$ cat src/logic/sw1m_map.svh
`ifndef SW1M_MAP_SVH
`define SW1M_MAP_SVH
// clock period and ns to cycles, rounded up
`define SW1M_CLK_NS 4
`define SW1M_CYC(t) (((t) + `SW1M_CLK_NS - 1) / `SW1M_CLK_NS)
// register byte offsets
`define SW1M_A_CFG 8'h00
`define SW1M_A_CMD 8'h04
`define SW1M_A_TXD 8'h08
`define SW1M_A_RXD 8'h0c
`define SW1M_A_STAT 8'h10
`define SW1M_A_IRAW 8'h14
`define SW1M_A_IMSK 8'h18
`define SW1M_A_IMIS 8'h1c
`define SW1M_A_DMA 8'h20
// config bits
`define SW1M_C_OD 0
`define SW1M_C_LATE 1
`define SW1M_C_NOPD 2
`define SW1M_C_INV 3
`define SW1M_C_TWO 4
// command bits and bit count field
`define SW1M_K_RST 0
`define SW1M_K_WR 1
`define SW1M_K_RD 2
`define SW1M_K_NL 8
`define SW1M_K_NH 13
// status bits
`define SW1M_S_BUSY 0
`define SW1M_S_NOSL 1
`define SW1M_S_STK 2
// interrupt bits
`define SW1M_I_RSTD 0
`define SW1M_I_OPD 1
`define SW1M_I_NOSL 2
`define SW1M_I_STK 3
`define SW1M_I_DMAD 4
// dma control bits
`define SW1M_D_RST 0
`define SW1M_D_RDE 1
`define SW1M_D_MWR 2
`define SW1M_D_MRD 3
`define SW1M_D_SG 4
`define SW1M_D_SZL 5
`define SW1M_D_SZH 6
`define SW1M_SZ_BYTE 2'h0
`define SW1M_SZ_HALF 2'h1
`define SW1M_NB_BYTE 6'h08
`define SW1M_NB_HALF 6'h10
`define SW1M_NB_WORD 6'h20
// reset values
`define SW1M_RXD_RST 32'hffffffff
`define SW1M_CFG_RST 5'h00
`define SW1M_MSK_RST 5'h00
`define SW1M_DMA_RST 7'h00
// bus times in ns
`define SW1M_RSTL_STD_NS 480000
`define SW1M_RSTL_OD_NS 48000
`define SW1M_PRES_STD_NS 70000
`define SW1M_PRES_OD_NS 8000
`define SW1M_RSTE_STD_NS 960000
`define SW1M_RSTE_OD_NS 96000
`define SW1M_SLOT_STD_NS 70000
`define SW1M_SLOT_OD_NS 10000
`define SW1M_LOW0_STD_NS 60000
`define SW1M_LOW0_OD_NS 7500
`define SW1M_LOW1_STD_NS 6000
`define SW1M_LOW1_OD_NS 1000
`define SW1M_SMP_STD_NS 15000
`define SW1M_SMP_OD_NS 2000
`define SW1M_LATE_STD_NS 30000
`define SW1M_LATE_OD_NS 4000
`define SW1M_STUCK_NS 1000000
`endif

$ cat src/logic/sw1m_pkg.sv
package sw1m_pkg;
    // sequencer states
    typedef enum logic [2:0] {
        SW1M_IDLE = 3'b001,
        SW1M_RESET = 3'b010,
        SW1M_SLOT = 3'b100
    } sw1m_state_e;
    // wishbone request from the master
    typedef struct packed {
        logic cyc;
        logic stb;
        logic we;
        logic [7:0] adr;
        logic [3:0] sel;
        logic [31:0] dat;
    } sw1m_wb_req_s;
    // wire pins towards the slaves
    typedef struct packed {
        logic dq;
        logic dq_oe;
        logic tx;
    } sw1m_pin_s;
endpackage

$ cat src/logic/sw1m_sync.sv
`timescale 1ns/100ps
module sw1m_sync #(
    parameter int W = 2
) (
    input wire logic clk_i,
    input wire logic rst_i,
    input wire logic [W-1:0] d_i,
    output logic [W-1:0] q_o
);
    import sw1m_pkg::*;
    typedef struct packed {
        logic [W-1:0] s1;
        logic [W-1:0] s2;
    } sw1m_sync_s;
    sw1m_sync_s s_reg;
    sw1m_sync_s s_next;

    // first stage is read only by the second
    always_comb begin
        s_next = s_reg;
        s_next.s1 = d_i;
        s_next.s2 = s_reg.s1;
    end

    // idle bus reads high
    always_ff @(posedge clk_i) begin
        if (rst_i) begin
            s_reg <= '1;
        end else begin
            s_reg <= s_next;
        end
    end

    assign q_o = s_reg.s2;
endmodule

$ cat src/logic/sw1m_timer.sv
`timescale 1ns/100ps
module sw1m_timer #(
    parameter int TW = 18
) (
    input wire logic clk_i,
    input wire logic rst_i,
    input wire logic start_i,
    input wire logic [TW-1:0] low_i,
    input wire logic [TW-1:0] smp_i,
    input wire logic [TW-1:0] end_i,
    output logic low_o,
    output logic smp_o,
    output logic end_o
);
    import sw1m_pkg::*;
    typedef struct packed {
        logic act;
        logic [TW-1:0] cnt;
    } sw1m_tmr_s;
    sw1m_tmr_s t_reg;
    sw1m_tmr_s t_next;

    // a start restarts the count even in the last cycle
    always_comb begin
        t_next = t_reg;
        if (start_i) begin
            t_next.act = 1'b1;
            t_next.cnt = '0;
        end else if (t_reg.act) begin
            if (t_reg.cnt == end_i) begin
                t_next.act = 1'b0;
            end else begin
                t_next.cnt = t_reg.cnt + TW'(1);
            end
        end
    end

    always_ff @(posedge clk_i) begin
        if (rst_i) begin
            t_reg <= '0;
        end else begin
            t_reg <= t_next;
        end
    end

    // window flags, thresholds are live
    assign low_o = t_reg.act & (t_reg.cnt < low_i);
    assign smp_o = t_reg.act & (t_reg.cnt == smp_i);
    assign end_o = t_reg.act & (t_reg.cnt == end_i);
endmodule

$ cat src/logic/sw1m_top.sv
// Function
// - a reset command drives a reset pulse on the wire
// - busy shows while reset, read or write is running
// - no-slave status set when reset saw no presence pulse
// - stuck status while someone else holds the line low
// - read bits default to one, silent slave reads all ones
// - standard or overdrive slot timing selectable
// - read sample point standard or late
// - presence check after reset on or off
// - normal or inverted pin polarity
// - one two-way data pin or two separate pins
// - dma reset option issues bus reset before scatter-gather or dma read sequence
// - dma read requested after each finished transaction
// - chained writes or reads launch the next of same type
// - scatter-gather requests on enable and each completion
// - dma transfers are 8, 16 or 32 bits
// - reset-complete interrupt when reset ends
// - op-complete interrupt after write, or after read if both
// - no-presence interrupt when no slave answered
// - stuck-bus interrupt when line held low by other
// - dma-complete interrupt when dma sequence ends
// - software clears sources, cleared sources drop
// - only enabled sources reach the interrupt output
// - raw and masked status both readable
// - transaction of 1 to 32 bits, optional leading reset
// - write phase finishes before read phase
//
// The implementer's own choices: register access over Wishbone and the register offsets.
`timescale 1ns/100ps
`include "sw1m_map.svh"
module sw1m_top #(
    parameter int TW = 18,
    parameter int RSTL_STD = `SW1M_CYC(`SW1M_RSTL_STD_NS),
    parameter int RSTL_OD = `SW1M_CYC(`SW1M_RSTL_OD_NS),
    parameter int PRES_STD = `SW1M_CYC(`SW1M_PRES_STD_NS),
    parameter int PRES_OD = `SW1M_CYC(`SW1M_PRES_OD_NS),
    parameter int RSTE_STD = `SW1M_CYC(`SW1M_RSTE_STD_NS),
    parameter int RSTE_OD = `SW1M_CYC(`SW1M_RSTE_OD_NS),
    parameter int SLOT_STD = `SW1M_CYC(`SW1M_SLOT_STD_NS),
    parameter int SLOT_OD = `SW1M_CYC(`SW1M_SLOT_OD_NS),
    parameter int LOW0_STD = `SW1M_CYC(`SW1M_LOW0_STD_NS),
    parameter int LOW0_OD = `SW1M_CYC(`SW1M_LOW0_OD_NS),
    parameter int LOW1_STD = `SW1M_CYC(`SW1M_LOW1_STD_NS),
    parameter int LOW1_OD = `SW1M_CYC(`SW1M_LOW1_OD_NS),
    parameter int SMP_STD = `SW1M_CYC(`SW1M_SMP_STD_NS),
    parameter int SMP_OD = `SW1M_CYC(`SW1M_SMP_OD_NS),
    parameter int LATE_STD = `SW1M_CYC(`SW1M_LATE_STD_NS),
    parameter int LATE_OD = `SW1M_CYC(`SW1M_LATE_OD_NS),
    parameter int STUCK_CYC = `SW1M_CYC(`SW1M_STUCK_NS)
) (
    input wire logic clk_i,
    input wire logic rst_i,
    input sw1m_pkg::sw1m_wb_req_s wb_i,
    output logic [31:0] wb_dat_o,
    output logic wb_ack_o,
    input wire logic dq_i,
    input wire logic rx_i,
    output sw1m_pkg::sw1m_pin_s pins_o,
    input wire logic dma_done_i,
    output logic dma_req_o,
    output logic irq_o
);
    import sw1m_pkg::*;

    typedef struct packed {
        sw1m_state_e st;
        logic [4:0] cfg;
        logic [6:0] dma;
        logic [31:0] txd;
        logic [31:0] rxd;
        logic do_wr;
        logic do_rd;
        logic rd_ph;
        logic [5:0] nbits;
        logic [5:0] bidx;
        logic pres;
        logic noslv;
        logic stuck;
        logic [TW-1:0] lowcnt;
        logic drv;
        logic dpend;
        logic dreq;
        logic [4:0] iraw;
        logic [4:0] imsk;
        logic irq;
        logic ack;
        logic [31:0] rdat;
        sw1m_pin_s pins;
    } sw1m_top_s;

    sw1m_top_s s_reg;
    sw1m_top_s s_next;
    logic [1:0] pin_sync;
    logic ln;
    logic od;
    logic tstart;
    logic tlow;
    logic tsmp;
    logic tend;
    logic [TW-1:0] t_low;
    logic [TW-1:0] t_smp;
    logic [TW-1:0] t_end;
    logic go;
    logic g_rst;
    logic g_wr;
    logic g_rd;
    logic [5:0] g_n;
    logic fin;
    logic rfin;
    logic wr;
    logic [4:0] iset;
    logic [4:0] iclr;
    logic [31:0] wd;
    logic [5:0] cn;

    // byte-lane merge of a bus write
    function automatic logic [31:0] wmerge(
        input logic [31:0] old,
        input logic [31:0] nw,
        input logic [3:0] sel
    );
        logic [31:0] r;
        r = old;
        for (int i = 0; i < 4; i++) begin
            if (sel[i]) begin
                r[i*8 +: 8] = nw[i*8 +: 8];
            end
        end
        return r;
    endfunction

    // dma transfer size to bit count
    function automatic logic [5:0] dsz(input logic [1:0] sz);
        logic [5:0] r;
        r = `SW1M_NB_WORD;
        if (sz == `SW1M_SZ_BYTE) begin
            r = `SW1M_NB_BYTE;
        end else if (sz == `SW1M_SZ_HALF) begin
            r = `SW1M_NB_HALF;
        end
        return r;
    endfunction

    // both wire inputs cross into the clock domain
    sw1m_sync #(
        .W(2)
    ) u_sync (
        .clk_i(clk_i),
        .rst_i(rst_i),
        .d_i({rx_i, dq_i}),
        .q_o(pin_sync)
    );

    // line is low when pin equals the drive level
    assign ln = (s_reg.cfg[`SW1M_C_TWO] ? pin_sync[1] : pin_sync[0])
        == s_reg.cfg[`SW1M_C_INV];

    assign od = s_reg.cfg[`SW1M_C_OD];

    // slot and reset timing by speed
    always_comb begin
        if (s_reg.st == SW1M_RESET) begin
            t_low = od ? TW'(RSTL_OD) : TW'(RSTL_STD);
            t_smp = od ? TW'(RSTL_OD + PRES_OD) : TW'(RSTL_STD + PRES_STD);
            t_end = od ? TW'(RSTE_OD - 1) : TW'(RSTE_STD - 1);
        end else begin
            if (!s_reg.rd_ph && !s_reg.txd[s_reg.bidx[4:0]]) begin
                t_low = od ? TW'(LOW0_OD) : TW'(LOW0_STD);
            end else begin
                t_low = od ? TW'(LOW1_OD) : TW'(LOW1_STD);
            end
            if (s_reg.cfg[`SW1M_C_LATE]) begin
                t_smp = od ? TW'(LATE_OD) : TW'(LATE_STD);
            end else begin
                t_smp = od ? TW'(SMP_OD) : TW'(SMP_STD);
            end
            t_end = od ? TW'(SLOT_OD - 1) : TW'(SLOT_STD - 1);
        end
    end

    // one timer serves reset and bit slots
    sw1m_timer #(
        .TW(TW)
    ) u_timer (
        .clk_i(clk_i),
        .rst_i(rst_i),
        .start_i(tstart),
        .low_i(t_low),
        .smp_i(t_smp),
        .end_i(t_end),
        .low_o(tlow),
        .smp_o(tsmp),
        .end_o(tend)
    );

    // bus slave, sequencer, dma pacing and interrupt status
    always_comb begin
        s_next = s_reg;
        s_next.dreq = 1'b0;
        tstart = 1'b0;
        go = 1'b0;
        g_rst = 1'b0;
        g_wr = 1'b0;
        g_rd = 1'b0;
        g_n = `SW1M_NB_WORD;
        fin = 1'b0;
        rfin = 1'b0;
        iset = '0;
        iclr = '0;
        wd = 32'h0;
        cn = wb_i.dat[`SW1M_K_NH:`SW1M_K_NL];

        // one ack per request, dropped the cycle after
        s_next.ack = wb_i.cyc & wb_i.stb & ~s_reg.ack;
        wr = s_next.ack & wb_i.we;
        if (s_next.ack && !wb_i.we) begin
            case (wb_i.adr)
                `SW1M_A_CFG: s_next.rdat = {27'h0, s_reg.cfg};
                `SW1M_A_CMD: s_next.rdat = {18'h0, s_reg.nbits, 5'h0,
                    s_reg.do_rd, s_reg.do_wr, s_reg.st == SW1M_RESET};
                `SW1M_A_TXD: s_next.rdat = s_reg.txd;
                // no guard, software reads when idle
                `SW1M_A_RXD: s_next.rdat = s_reg.rxd;
                `SW1M_A_STAT: s_next.rdat = {29'h0, s_reg.stuck,
                    s_reg.noslv, s_reg.st != SW1M_IDLE};
                `SW1M_A_IRAW: s_next.rdat = {27'h0, s_reg.iraw};
                `SW1M_A_IMSK: s_next.rdat = {27'h0, s_reg.imsk};
                `SW1M_A_IMIS: s_next.rdat = {27'h0, s_reg.iraw & s_reg.imsk};
                `SW1M_A_DMA: s_next.rdat = {25'h0, s_reg.dma};
                default: s_next.rdat = 32'h0;
            endcase
        end

        // register writes
        if (wr) begin
            case (wb_i.adr)
                `SW1M_A_CFG: begin
                    wd = wmerge({27'h0, s_reg.cfg}, wb_i.dat, wb_i.sel);
                    s_next.cfg = wd[4:0];
                end
                `SW1M_A_CMD: begin
                    // commands while busy are dropped
                    if (s_reg.st == SW1M_IDLE) begin
                        // count 1 to 32, 0 or over means 32
                        go = 1'b1;
                        g_rst = wb_i.dat[`SW1M_K_RST];
                        g_wr = wb_i.dat[`SW1M_K_WR];
                        g_rd = wb_i.dat[`SW1M_K_RD];
                        g_n = (cn == 6'h00 || cn > `SW1M_NB_WORD) ?
                            `SW1M_NB_WORD : cn;
                    end
                end
                `SW1M_A_TXD: begin
                    s_next.txd = wmerge(s_reg.txd, wb_i.dat, wb_i.sel);
                    // dma data write starts the next write
                    if (s_reg.st == SW1M_IDLE && s_reg.dma[`SW1M_D_MWR]) begin
                        go = 1'b1;
                        g_wr = 1'b1;
                        g_n = dsz(s_reg.dma[`SW1M_D_SZH:`SW1M_D_SZL]);
                    end
                end
                `SW1M_A_IRAW: begin
                    wd = wmerge(32'h0, wb_i.dat, wb_i.sel);
                    iclr = wd[4:0];
                end
                `SW1M_A_IMSK: begin
                    wd = wmerge({27'h0, s_reg.imsk}, wb_i.dat, wb_i.sel);
                    s_next.imsk = wd[4:0];
                end
                `SW1M_A_DMA: begin
                    wd = wmerge({25'h0, s_reg.dma}, wb_i.dat, wb_i.sel);
                    s_next.dma = wd[6:0];
                    if (s_reg.st == SW1M_IDLE) begin
                        if (wd[`SW1M_D_RST] && (wd[`SW1M_D_SG] || wd[`SW1M_D_MRD])) begin
                            // bus reset first, the start waits for it
                            go = 1'b1;
                            g_rst = 1'b1;
                            s_next.dpend = 1'b1;
                        end else begin
                            s_next.dreq = wd[`SW1M_D_SG];
                            if (wd[`SW1M_D_MRD]) begin
                                go = 1'b1;
                                g_rd = 1'b1;
                                g_n = dsz(wd[`SW1M_D_SZH:`SW1M_D_SZL]);
                            end
                        end
                    end
                end
                default: begin
                end
            endcase
        end

        // wire sequencer
        case (s_reg.st)
            SW1M_IDLE: begin
            end
            SW1M_RESET: begin
                if (tsmp && ln) begin
                    s_next.pres = 1'b1;
                end
                if (tend) begin
                    iset[`SW1M_I_RSTD] = 1'b1;
                    s_next.noslv = ~s_reg.pres & ~s_reg.cfg[`SW1M_C_NOPD];
                    iset[`SW1M_I_NOSL] = s_next.noslv;
                    if (s_reg.do_wr || s_reg.do_rd) begin
                        s_next.st = SW1M_SLOT;
                        s_next.bidx = 6'h00;
                        tstart = 1'b1;
                        if (!s_reg.do_wr) begin
                            s_next.rxd = `SW1M_RXD_RST;
                        end
                    end else begin
                        s_next.st = SW1M_IDLE;
                        rfin = 1'b1;
                    end
                end
            end
            SW1M_SLOT: begin
                if (tsmp && s_reg.rd_ph) begin
                    s_next.rxd[s_reg.bidx[4:0]] = ~ln;
                end
                if (tend) begin
                    if (s_reg.bidx != s_reg.nbits - 6'h01) begin
                        s_next.bidx = s_reg.bidx + 6'h01;
                        tstart = 1'b1;
                    end else if (!s_reg.rd_ph && s_reg.do_rd) begin
                        s_next.rd_ph = 1'b1;
                        s_next.bidx = 6'h00;
                        s_next.rxd = `SW1M_RXD_RST;
                        tstart = 1'b1;
                    end else begin
                        // op done after the last phase
                        s_next.st = SW1M_IDLE;
                        fin = 1'b1;
                        iset[`SW1M_I_OPD] = 1'b1;
                    end
                end
            end
            default: begin
                s_next.st = SW1M_IDLE;
            end
        endcase

        if (fin && (|s_reg.dma[`SW1M_D_SG:`SW1M_D_RDE])) begin
            s_next.dreq = 1'b1;
        end
        if (fin && s_reg.dma[`SW1M_D_MRD] && s_reg.rd_ph) begin
            go = 1'b1;
            g_rd = 1'b1;
            g_n = dsz(s_reg.dma[`SW1M_D_SZH:`SW1M_D_SZL]);
        end
        // held dma start after the reset
        if (rfin && s_reg.dpend) begin
            s_next.dpend = 1'b0;
            s_next.dreq = s_reg.dma[`SW1M_D_SG];
            if (s_reg.dma[`SW1M_D_MRD]) begin
                go = 1'b1;
                g_rd = 1'b1;
                g_n = dsz(s_reg.dma[`SW1M_D_SZH:`SW1M_D_SZL]);
            end
        end
        iset[`SW1M_I_DMAD] = dma_done_i;

        // launch a transaction
        if (go && (g_rst || g_wr || g_rd)) begin
            s_next.st = g_rst ? SW1M_RESET : SW1M_SLOT;
            s_next.do_wr = g_wr;
            s_next.do_rd = g_rd;
            s_next.nbits = g_n;
            s_next.rd_ph = ~g_wr;
            s_next.bidx = 6'h00;
            s_next.pres = 1'b0;
            tstart = 1'b1;
            if (!g_rst && !g_wr) begin
                s_next.rxd = `SW1M_RXD_RST;
            end
        end

        // pins follow the drive window, registered
        s_next.drv = (s_reg.st != SW1M_IDLE) & tlow;
        s_next.pins.dq = s_next.cfg[`SW1M_C_INV];
        s_next.pins.dq_oe = s_next.drv & ~s_next.cfg[`SW1M_C_TWO];
        s_next.pins.tx = (s_next.drv & s_next.cfg[`SW1M_C_TWO]) ?
            s_next.cfg[`SW1M_C_INV] : ~s_next.cfg[`SW1M_C_INV];

        // line low while we release it, long enough to rule
        // out a presence pulse
        if (ln && !s_reg.drv) begin
            if (s_reg.lowcnt != TW'(STUCK_CYC)) begin
                s_next.lowcnt = s_reg.lowcnt + TW'(1);
            end
        end else begin
            s_next.lowcnt = '0;
        end
        s_next.stuck = s_next.lowcnt == TW'(STUCK_CYC);
        iset[`SW1M_I_STK] = s_next.stuck & ~s_reg.stuck;

        // sticky, set beats a same-cycle clear
        s_next.iraw = (s_reg.iraw & ~iclr) | iset;
        // only enabled sources reach the output
        s_next.irq = |(s_next.iraw & s_next.imsk);
    end

    // state register
    always_ff @(posedge clk_i) begin
        if (rst_i) begin
            s_reg <= '0;
            s_reg.st <= SW1M_IDLE;
            s_reg.cfg <= `SW1M_CFG_RST;
            s_reg.dma <= `SW1M_DMA_RST;
            s_reg.imsk <= `SW1M_MSK_RST;
            s_reg.rxd <= `SW1M_RXD_RST;
            s_reg.nbits <= `SW1M_NB_WORD;
            s_reg.pins.tx <= 1'b1;
        end else begin
            s_reg <= s_next;
        end
    end

    assign wb_dat_o = s_reg.rdat;
    assign wb_ack_o = s_reg.ack;
    assign pins_o = s_reg.pins;
    assign dma_req_o = s_reg.dreq;
    assign irq_o = s_reg.irq;
endmodule

$ cat config.mk
export PLATFORM = sky130hd
export DESIGN_NAME = sw1m_top
export DESIGN_NICKNAME = d
export VERILOG_FILES = /design/src/logic/sw1m_pkg.sv /design/src/logic/sw1m_sync.sv /design/src/logic/sw1m_timer.sv /design/src/logic/sw1m_top.sv
export VERILOG_INCLUDE_DIRS = /design/src /design/src/logic
export SDC_FILE = /design/constraint.sdc
export NUM_CORES = 1
export LEC_CHECK = 0
export BUFFER_PORTS_ARGS = -buffer_cell sky130_fd_sc_hd__buf_2
export CAP_MARGIN = 20
export CELL_PAD_IN_SITES_DETAIL_PLACEMENT = 1
export CELL_PAD_IN_SITES_GLOBAL_PLACEMENT = 1
export CORE_UTILIZATION = 41
export CTS_CLUSTER_SIZE = 12
export DETAILED_ROUTE_END_ITERATION = 8
export GPL_TIMING_DRIVEN = 0
export PLACE_DENSITY_LB_ADDON = 0.1
export RECOVER_POWER = 25
export SYNTH_ARGS = -nofsm -noshare
export SYNTH_HDL_FRONTEND = slang
export SYNTH_HIERARCHICAL = 1
export SYNTH_SLANG_ARGS = --single-unit
$ cat constraint.sdc
create_clock -name clk_i -period 4.5 [get_ports clk_i]
set_clock_uncertainty 0.2 [all_clocks]
set_input_delay 0.9 -clock clk_i [delete_from_list [all_inputs] [get_ports clk_i]]
set_output_delay 0.9 -clock clk_i [all_outputs]
set_load 0.005 [all_outputs]
==> results of run 1 <==
==> placed cells by master (no fill, tap or decap), drive strengths merged, types with 13 or more instances in the layout <==
cell type	instances
ha	42
and3	19
a21oi	112
xnor2	19
nand2	144
o21ai	43
nand3	33
nor4	13
mux2i	74
clkbuf	107
dfxtp	187
buf	125
nor2	149
nor3	52
xor2	47
o22ai	33
or3	23
inv	53
==> stage by stage <==
stage	setup TNS (ns)	cells	hold WS, ns	util
global route	-0.1567	1841	0.2199	0.4864
detailed placement	-70.25	1797	0.1970	0.4496
CTS	0	1831	0.2121	0.4783
global placement	-53.82	1797	0.1942	0.4496
floorplan	0	1370	0.1832	-
finish	0	1841	0.2003	0.4864
==> where the power goes <==
part / switching (mW) / total (mW) / internal, mW
sequential: 0.00290 / 1.66 / 1.66
clock: 0.730 / 1.56 / 0.831
combinational: 0.126 / 0.187 / 0.0611
total: 0.860 / 3.41 / 2.55
==> worst reg2reg max path: cells and delay by family (launching register included) <==
family                   cells  cell delay [ns]
AO/OA/AOI/OAI                7             1.49
adder cells (fa/ha/maj)      2             0.43
buffers and inverters        3             0.37
flip-flops                   1             0.41
multiplexers                 2             0.79
AND/OR/NAND/NOR              4             0.69
==> layout make-up <==
class,instances,area [µm²],share of cell area
timing repair buffer,101,561.8,0.04298
multi-input combinational,1018,6893,0.5273
inverter,50,191.4,0.01465
clock buffer,18,429.2,0.03283
tap,341,426.7,0.03264
sequential,187,3752,0.2871
buffer,113,656.9,0.05025
clock inverter,13,160.2,0.01225
==> per-layer routing <==
metal	global-route usage	wire length (µm)
met1	0.3990	18620
met2	0.4301	17200
met3	0.05247	2306
met4	0.07339	634
met5	0	13
==> what timing repair did <==
item,CTS,global route
endpoints found under the setup margin,78,46
pin swaps,4,18
resized for setup,46,29
cloned,0,1
setup buffers,5,9
hold endpoints to repair,0,0
==> cell families (layout without fill, tap and decap cells) <==
| kind of cell | Yosys count | count (layout) | share of synthesized area |
|---|---|---|---|
| compound gates | 286 | 286 | 0.1635 |
| xor+xnor | 66 | 66 | 0.05159 |
| fa+ha+maj | 42 | 42 | 0.04690 |
| buf+inv | 165 | 295 | 0.07259 |
| flops | 187 | 187 | 0.3341 |
| mux | 87 | 87 | 0.08721 |
| other cells | 2 | 8 | 0.0006703 |
| simple gates | 529 | 529 | 0.2434 |
==> worst paths after layout <==
| path | startpoint | to |
|---|---|---|
| setup reg to reg | s_reg[71] | pins_o[0] |
| hold reg to reg | u_sync/s_next[0] | u_sync/q_o[0] |
| hold / removal | u_sync/s_next[0] | u_sync/q_o[0] |
| setup / recovery | s_reg[71] | pins_o[0] |
==> metrics.txt, run 1 <==
# TYPE chip_impl_metric gauge
chip_impl_info{name="dominant_delay_contributor_by_cell_family_on_the_critical_path",value="compound AO/OA/AOI/OAI gates"} 1
chip_impl_metric{name="routed_wire_length_per_instance",unit="µm"} 21.06
chip_impl_metric{name="postLayoutCellArea",unit="µm²"} 13070
chip_impl_metric{name="detailedPlacementHpwl",unit="mm"} 29.20
chip_impl_metric{name="final_nets",unit=""} 1582
chip_impl_metric{name="cts_buffer_depth",unit=""} 2
chip_impl_info{name="startpoint_type",value="flip-flop"} 1
chip_impl_info{name="series_of_cell_instances_along_the_critical_path",value="buf_6 -> mux4_2 -> mux2_4 -> a22oi_2 -> o21ai_4 -> buf_4 -> ha_1 -> nor2b_1 -> inv_1 -> ha_1 -> nand4_1 -> o221ai_4 -> a2111oi_4 -> o311ai_2 -> a21oi_2 -> nand2_1 -> o21a_1 -> or3_4"} 1
chip_impl_metric{name="detail_route.drc_violations",unit=""} 0
chip_impl_metric{name="total_leakage_power",unit="nW"} 5.286
chip_impl_metric{name="chipWidth",unit="µm"} 167.3
chip_impl_metric{name="yosys.cell_types.count",unit=""} 91
chip_impl_metric{name="async_reset_ff_frac",unit=""} 0
chip_impl_metric{name="dp_worst_setup_slack",unit="ns"} -1.630
chip_impl_metric{name="placedInstanceArea",unit="µm²"} 12080
chip_impl_metric{name="finalSetupViolCount",unit=""} 0
chip_impl_info{name="tritoncts",value="built"} 1
chip_impl_info{name="synth_area_leaders",value="dfxtp_1 33%, mux2i_1 6.6%, a21oi_1 5.0%, nor2_1 5.0%, ha_1 4.7%"} 1
chip_impl_info{name="critPathKind",value="reg -> reg"} 1
chip_impl_metric{name="critPathMaxStageDelay",unit="ns"} 0.50
chip_impl_metric{name="crit_arrival",unit="ns"} 4.64
chip_impl_metric{name="clk-insertion-delay-late",unit="ns"} 0.46
chip_impl_metric{name="drtAntennaViolNets",unit=""} 0
chip_impl_metric{name="insertedDiodeCount",unit=""} 0
chip_impl_metric{name="min_period_over_period",unit=""} 0.9996
chip_impl_metric{name="via_count",unit=""} 10560
chip_impl_metric{name="detail_route.iter0.violations",unit=""} 721
chip_impl_metric{name="grt_first_pass_wirelength",unit="mm"} 60.45
chip_impl_metric{name="crit_path_max_fanout",unit=""} 5
chip_impl_info{name="setup_crit_end_kind",value="flip-flop"} 1
chip_impl_metric{name="critPathRequiredTime",unit="ns"} 4.64
chip_impl_metric{name="numClockSinks",unit=""} 187
chip_impl_metric{name="flip_flop_and_latch_count_after_synthesis",unit=""} 187
chip_impl_metric{name="die_area",unit="µm²"} 27990
chip_impl_metric{name="maximum_clock_frequency",unit="MHz"} 222.3
chip_impl_metric{name="fin_ws",unit="ns"} 0.001940
chip_impl_metric{name="worst_reg_to_reg_setup_slack",unit="ns"} 0.002
chip_impl_info{name="post-synth-top-area-cell",value="dfxtp_1"} 1
chip_impl_metric{name="max_ffs_per_register",unit=""} 126
chip_impl_metric{name="slew_headroom",unit=""} 0.3735
chip_impl_metric{name="syn_inst",unit=""} 1364
chip_impl_metric{name="layout.filler_cells",unit=""} 3250
chip_impl_metric{name="critical_path_depth",unit=""} 18
chip_impl_metric{name="area_growth",unit="%"} 16.66
chip_impl_metric{name="synth_edf_count",unit=""} 0
chip_impl_metric{name="ir_drop",unit="mV"} 0.2445
chip_impl_metric{name="max_slew.worst_pin.slew",unit="ns"} 0.9362
chip_impl_metric{name="holdBufCountCts",unit=""} 0
chip_impl_metric{name="final_weighted_congestion_in_routability_driven_placement",unit=""} 0.9005
chip_impl_metric{name="worstHoldPathCells",unit=""} 1
chip_impl_metric{name="drive_above_1_share",unit=""} 0.2027
chip_impl_metric{name="synthesis.area_per_instance",unit="µm²"} 8.214
chip_impl_info{name="ys_top_cells_by_count",value="187 x dfxtp_1, 149 x nor2_1, 114 x nand2_1, 112 x a21oi_1, 74 x mux2i_1"} 1
chip_impl_info{name="hold_path.class",value="reg -> reg"} 1
chip_impl_info{name="standard_cell_with_the_maximum_stage_delay_on_the_critical_path",value="mux4_2"} 1
chip_impl_metric{name="power",unit="mW"} 3.410
chip_impl_metric{name="grt_overflow",unit=""} 0
chip_impl_metric{name="antenna_found_initial",unit=""} 1
chip_impl_info{name="outcome",value="complete, no violations"} 1
chip_impl_metric{name="cts.htree.levels",unit=""} 4
chip_impl_info{name="synth_most_common_cell",value="dfxtp_1"} 1
chip_impl_metric{name="tmin_final",unit="ns"} 4.498
chip_impl_metric{name="finalMaxSlewViolations",unit=""} 0
chip_impl_metric{name="floorplan.core_area",unit="µm²"} 26880
chip_impl_metric{name="placement.io_buffers",unit=""} 86
chip_impl_metric{name="routed_wl",unit="mm"} 38.77
chip_impl_metric{name="dr_pass1_iterations",unit=""} 5
chip_impl_info{name="worst_path_most_repeated_cell",value="ha_1"} 1
chip_impl_metric{name="synth_sequential_area_ratio",unit=""} 0.3341
chip_impl_metric{name="die_h",unit="µm"} 167.3
chip_impl_metric{name="power_density_over_cell_area",unit="nW/µm²"} 260.8
chip_impl_metric{name="grt_max_degree",unit=""} 18
chip_impl_metric{name="floorplan.initialDensity",unit=""} 0.4169
chip_impl_metric{name="final-hold-violation-count",unit=""} 0
chip_impl_metric{name="row_count",unit=""} 60
chip_impl_metric{name="syn-cell-area",unit="µm²"} 11200
chip_impl_info{name="ctsRootBufferMaster",value="clkbuf_16"} 1
chip_impl_metric{name="routed_via_density",unit=""} 5.734
chip_impl_metric{name="worstPathBufferInverterCount",unit=""} 3
chip_impl_metric{name="worst-r2r-cell-count",unit=""} 18
chip_impl_metric{name="netlist.area_leader.share",unit=""} 0.3341
chip_impl_metric{name="groute.usage.overall",unit=""} 0.2797
chip_impl_metric{name="io_pins",unit=""} 90
chip_impl_info{name="setup_repair_after_global_routing_missed_its_margin",value="true"} 1
chip_impl_metric{name="max_cap_violations",unit=""} 0
chip_impl_metric{name="grt_pass1_vias",unit=""} 10340
chip_impl_metric{name="clock_transition_at_the_registers_of_the_reported_paths",unit="ns"} 0.08
chip_impl_metric{name="yosys_warnings",unit=""} 6
chip_impl_metric{name="numCtsBuffers",unit=""} 17
chip_impl_info{name="postSynth.topFlopCell",value="dfxtp_1"} 1
Note: power is estimated with default switching activity, not from simulation.
==> inputs of run 2 (changes only) <==
--- a/config.mk
+++ b/config.mk
@@ -13,2 +13,3 @@
 export CORE_UTILIZATION = 41
+export CTS_CLUSTER_DIAMETER = 40
 export CTS_CLUSTER_SIZE = 12
--- a/constraint.sdc
+++ b/constraint.sdc
@@ -4,2 +4,2 @@
 set_output_delay 0.9 -clock clk_i [all_outputs]
-set_load 0.005 [all_outputs]
+set_load 0.1 [all_outputs]
==> metrics.txt, run 2 (same netlist as run 1, synthesis figures left out) <==
# TYPE chip_impl_metric gauge
chip_impl_metric{name="insertedDiodeCount",unit=""} 0
chip_impl_metric{name="floorplan.core_area",unit="µm²"} 26880
chip_impl_info{name="hold_path.class",value="reg -> reg"} 1
chip_impl_metric{name="placedInstanceArea",unit="µm²"} 12080
chip_impl_metric{name="drtAntennaViolNets",unit=""} 0
chip_impl_info{name="setup_repair_after_global_routing_missed_its_margin",value="true"} 1
chip_impl_metric{name="clk-insertion-delay-late",unit="ns"} 0.46
chip_impl_metric{name="cts_buffer_depth",unit=""} 2
chip_impl_metric{name="placement.io_buffers",unit=""} 86
chip_impl_metric{name="floorplan.initialDensity",unit=""} 0.4169
chip_impl_metric{name="min_period_over_period",unit=""} 0.9988
chip_impl_info{name="timing.rr.start",value="s_reg[71]"} 1
chip_impl_metric{name="die_area",unit="µm²"} 27990
chip_impl_metric{name="setup-tns-final",unit="ns"} 0
chip_impl_metric{name="ir_drop",unit="mV"} 0.2461
chip_impl_metric{name="slew_headroom",unit=""} 0.2211
chip_impl_metric{name="detailedPlacementHpwl",unit="mm"} 29.20
chip_impl_metric{name="io_pins",unit=""} 90
chip_impl_info{name="critPathKind",value="reg -> reg"} 1
chip_impl_metric{name="row_count",unit=""} 60
chip_impl_metric{name="dr_pass1_iterations",unit=""} 5
chip_impl_metric{name="routed_via_density",unit=""} 5.744
chip_impl_metric{name="area_growth",unit="%"} 16.29
chip_impl_metric{name="max_slew.worst_pin.slew",unit="ns"} 1.173
chip_impl_info{name="tritoncts",value="built"} 1
chip_impl_metric{name="cts.htree.levels",unit=""} 4
chip_impl_info{name="ctsRootBufferMaster",value="clkbuf_16"} 1
chip_impl_metric{name="grt_overflow",unit=""} 0
chip_impl_metric{name="groute.usage.overall",unit=""} 0.2797
chip_impl_info{name="mostFrequentLayoutCells",value="184 x dfxtp_1, 147 x nor2_1, 111 x nand2_1, 109 x a21oi_1, 85 x clkbuf_1"} 1
chip_impl_metric{name="chipWidth",unit="µm"} 167.3
chip_impl_metric{name="routed_wire_length_per_instance",unit="µm"} 21.06
chip_impl_metric{name="grt_pass1_vias",unit=""} 10340
chip_impl_metric{name="worst_reg_to_reg_setup_slack",unit="ns"} 0.005
chip_impl_metric{name="worst-r2r-cell-count",unit=""} 18
chip_impl_metric{name="power_density_over_cell_area",unit="nW/µm²"} 263.1
chip_impl_metric{name="max_ffs_per_register",unit=""} 126
chip_impl_metric{name="grt_first_pass_wirelength",unit="mm"} 60.45
chip_impl_metric{name="final_weighted_congestion_in_routability_driven_placement",unit=""} 0.9005
chip_impl_metric{name="final-hold-violation-count",unit=""} 0
chip_impl_metric{name="maximum_clock_frequency",unit="MHz"} 222.5
chip_impl_metric{name="critPathRequiredTime",unit="ns"} 4.64
chip_impl_metric{name="final_nets",unit=""} 1582
chip_impl_metric{name="postLayoutCellArea",unit="µm²"} 13030
chip_impl_metric{name="crit_path_max_fanout",unit=""} 5
chip_impl_info{name="crit_path_end",value="pins_o[0]"} 1
chip_impl_metric{name="antenna_found_initial",unit=""} 1
chip_impl_metric{name="clock_transition_at_the_registers_of_the_reported_paths",unit="ns"} 0.08
chip_impl_info{name="layout.cells.most_common",value="dfxtp_1"} 1
chip_impl_metric{name="crit_arrival",unit="ns"} 4.63
chip_impl_info{name="setup_crit_end_kind",value="flip-flop"} 1
chip_impl_metric{name="detail_route.drc_violations",unit=""} 0
chip_impl_metric{name="detail_route.iter0.violations",unit=""} 719
chip_impl_info{name="startpoint_type",value="flip-flop"} 1
chip_impl_info{name="worstReg2RegEnd",value="pins_o[0]"} 1
chip_impl_metric{name="finalMaxSlewViolations",unit=""} 0
chip_impl_metric{name="grt_max_degree",unit=""} 18
chip_impl_metric{name="power",unit="mW"} 3.428
chip_impl_metric{name="die_h",unit="µm"} 167.3
chip_impl_metric{name="max_cap_violations",unit=""} 0
chip_impl_metric{name="tmin_final",unit="ns"} 4.495
chip_impl_info{name="outcome",value="complete, no violations"} 1
chip_impl_metric{name="via_count",unit=""} 10570
chip_impl_metric{name="drive_above_1_share",unit=""} 0.1807
chip_impl_metric{name="layout.filler_cells",unit=""} 3258
chip_impl_metric{name="routed_wl",unit="mm"} 38.77
chip_impl_metric{name="numCtsBuffers",unit=""} 17
chip_impl_metric{name="finalSetupViolCount",unit=""} 0
chip_impl_metric{name="total_leakage_power",unit="nW"} 5.161
chip_impl_metric{name="holdBufCountCts",unit=""} 0
chip_impl_info{name="cp-startpoint",value="s_reg[71]"} 1
chip_impl_metric{name="numClockSinks",unit=""} 187
==> run 2: cell type report <==
type	instances	area [µm²]	area share
clock inverters	13	160.2	0.01229
clock buffers	18	429.2	0.03294
flip-flops and latches	187	3752	0.2880
well taps	341	426.7	0.03274
multi-input cells	1018	6893	0.5290
plain buffers	113	656.9	0.05041
inverters	50	191.4	0.01469
repair buffers	101	520.5	0.03995
==> run 2: per-layer routing <==
layer | up-vias | GRT usage | routed length (µm)
met5 | - | 0 | 13
met1 | 5210 | 0.3990 | 18680
met2 | 281 | 0.4301 | 17150
met3 | 46 | 0.05247 | 2258
li1 | 5035 | - | -
met4 | 2 | 0.07339 | 669
==> run 2: how the worst min path moves through the flow <==
stage                          start             to  slack [ns]  cells after the start
CTS                 u_sync/s_next[0]  u_sync/q_o[0]        0.21                      1
floorplan           u_sync/s_next[0]  u_sync/q_o[0]        0.18                      1
global placement    u_sync/s_next[0]  u_sync/q_o[0]        0.19                      1
global route        u_sync/s_next[0]  u_sync/q_o[0]        0.22                      1
finish              u_sync/s_next[0]  u_sync/q_o[0]        0.20                      1
detailed placement  u_sync/s_next[0]  u_sync/q_o[0]        0.20                      1
==> run 2: power by group <==
| part | internal (mW) | total (mW) | switching [mW] |
|---|---|---|---|
| registers | 1.66 | 1.66 | 0.00296 |
| clock network | 0.831 | 1.56 | 0.728 |
| logic | 0.0606 | 0.208 | 0.147 |
| total | 2.55 | 3.43 | 0.879 |
==> run 2: stage by stage <==
step                hold WS (ns)  instances  utilization  worst slack, ns
floorplan                 0.1832       1370            -          0.04249
global placement          0.1942       1797       0.4496           -1.518
detailed placement        0.1970       1797       0.4496           -1.630
CTS                       0.2121       1831       0.4783          0.02581
global route              0.2199       1841       0.4848          -0.1359
finish                    0.2040       1841       0.4848         0.005366
==> run 2: critical path, cell delays in order (launching register included) <==
cell and delay (ns):
dfxtp_4 0.41, buf_6 0.13, mux4_2 0.50, mux2_4 0.29, a22oi_2 0.22, o21ai_4 0.13
buf_4 0.17, ha_1 0.20, nor2b_1 0.14, inv_1 0.07, ha_1 0.23, nand4_1 0.12
o221ai_4 0.16, a2111oi_4 0.39, o311ai_2 0.17, a21oi_2 0.24, nand2_1 0.11, o21a_1 0.18
or3_4 0.32
==> run 2: what timing repair did <==
| item | in CTS | in global routing |
|---|---|---|
| buffers inserted | 5 | 9 |
| gates cloned | 0 | 1 |
| gates resized for setup | 46 | 29 |
| pin swaps | 4 | 18 |
| endpoints found under the setup margin | 78 | 46 |
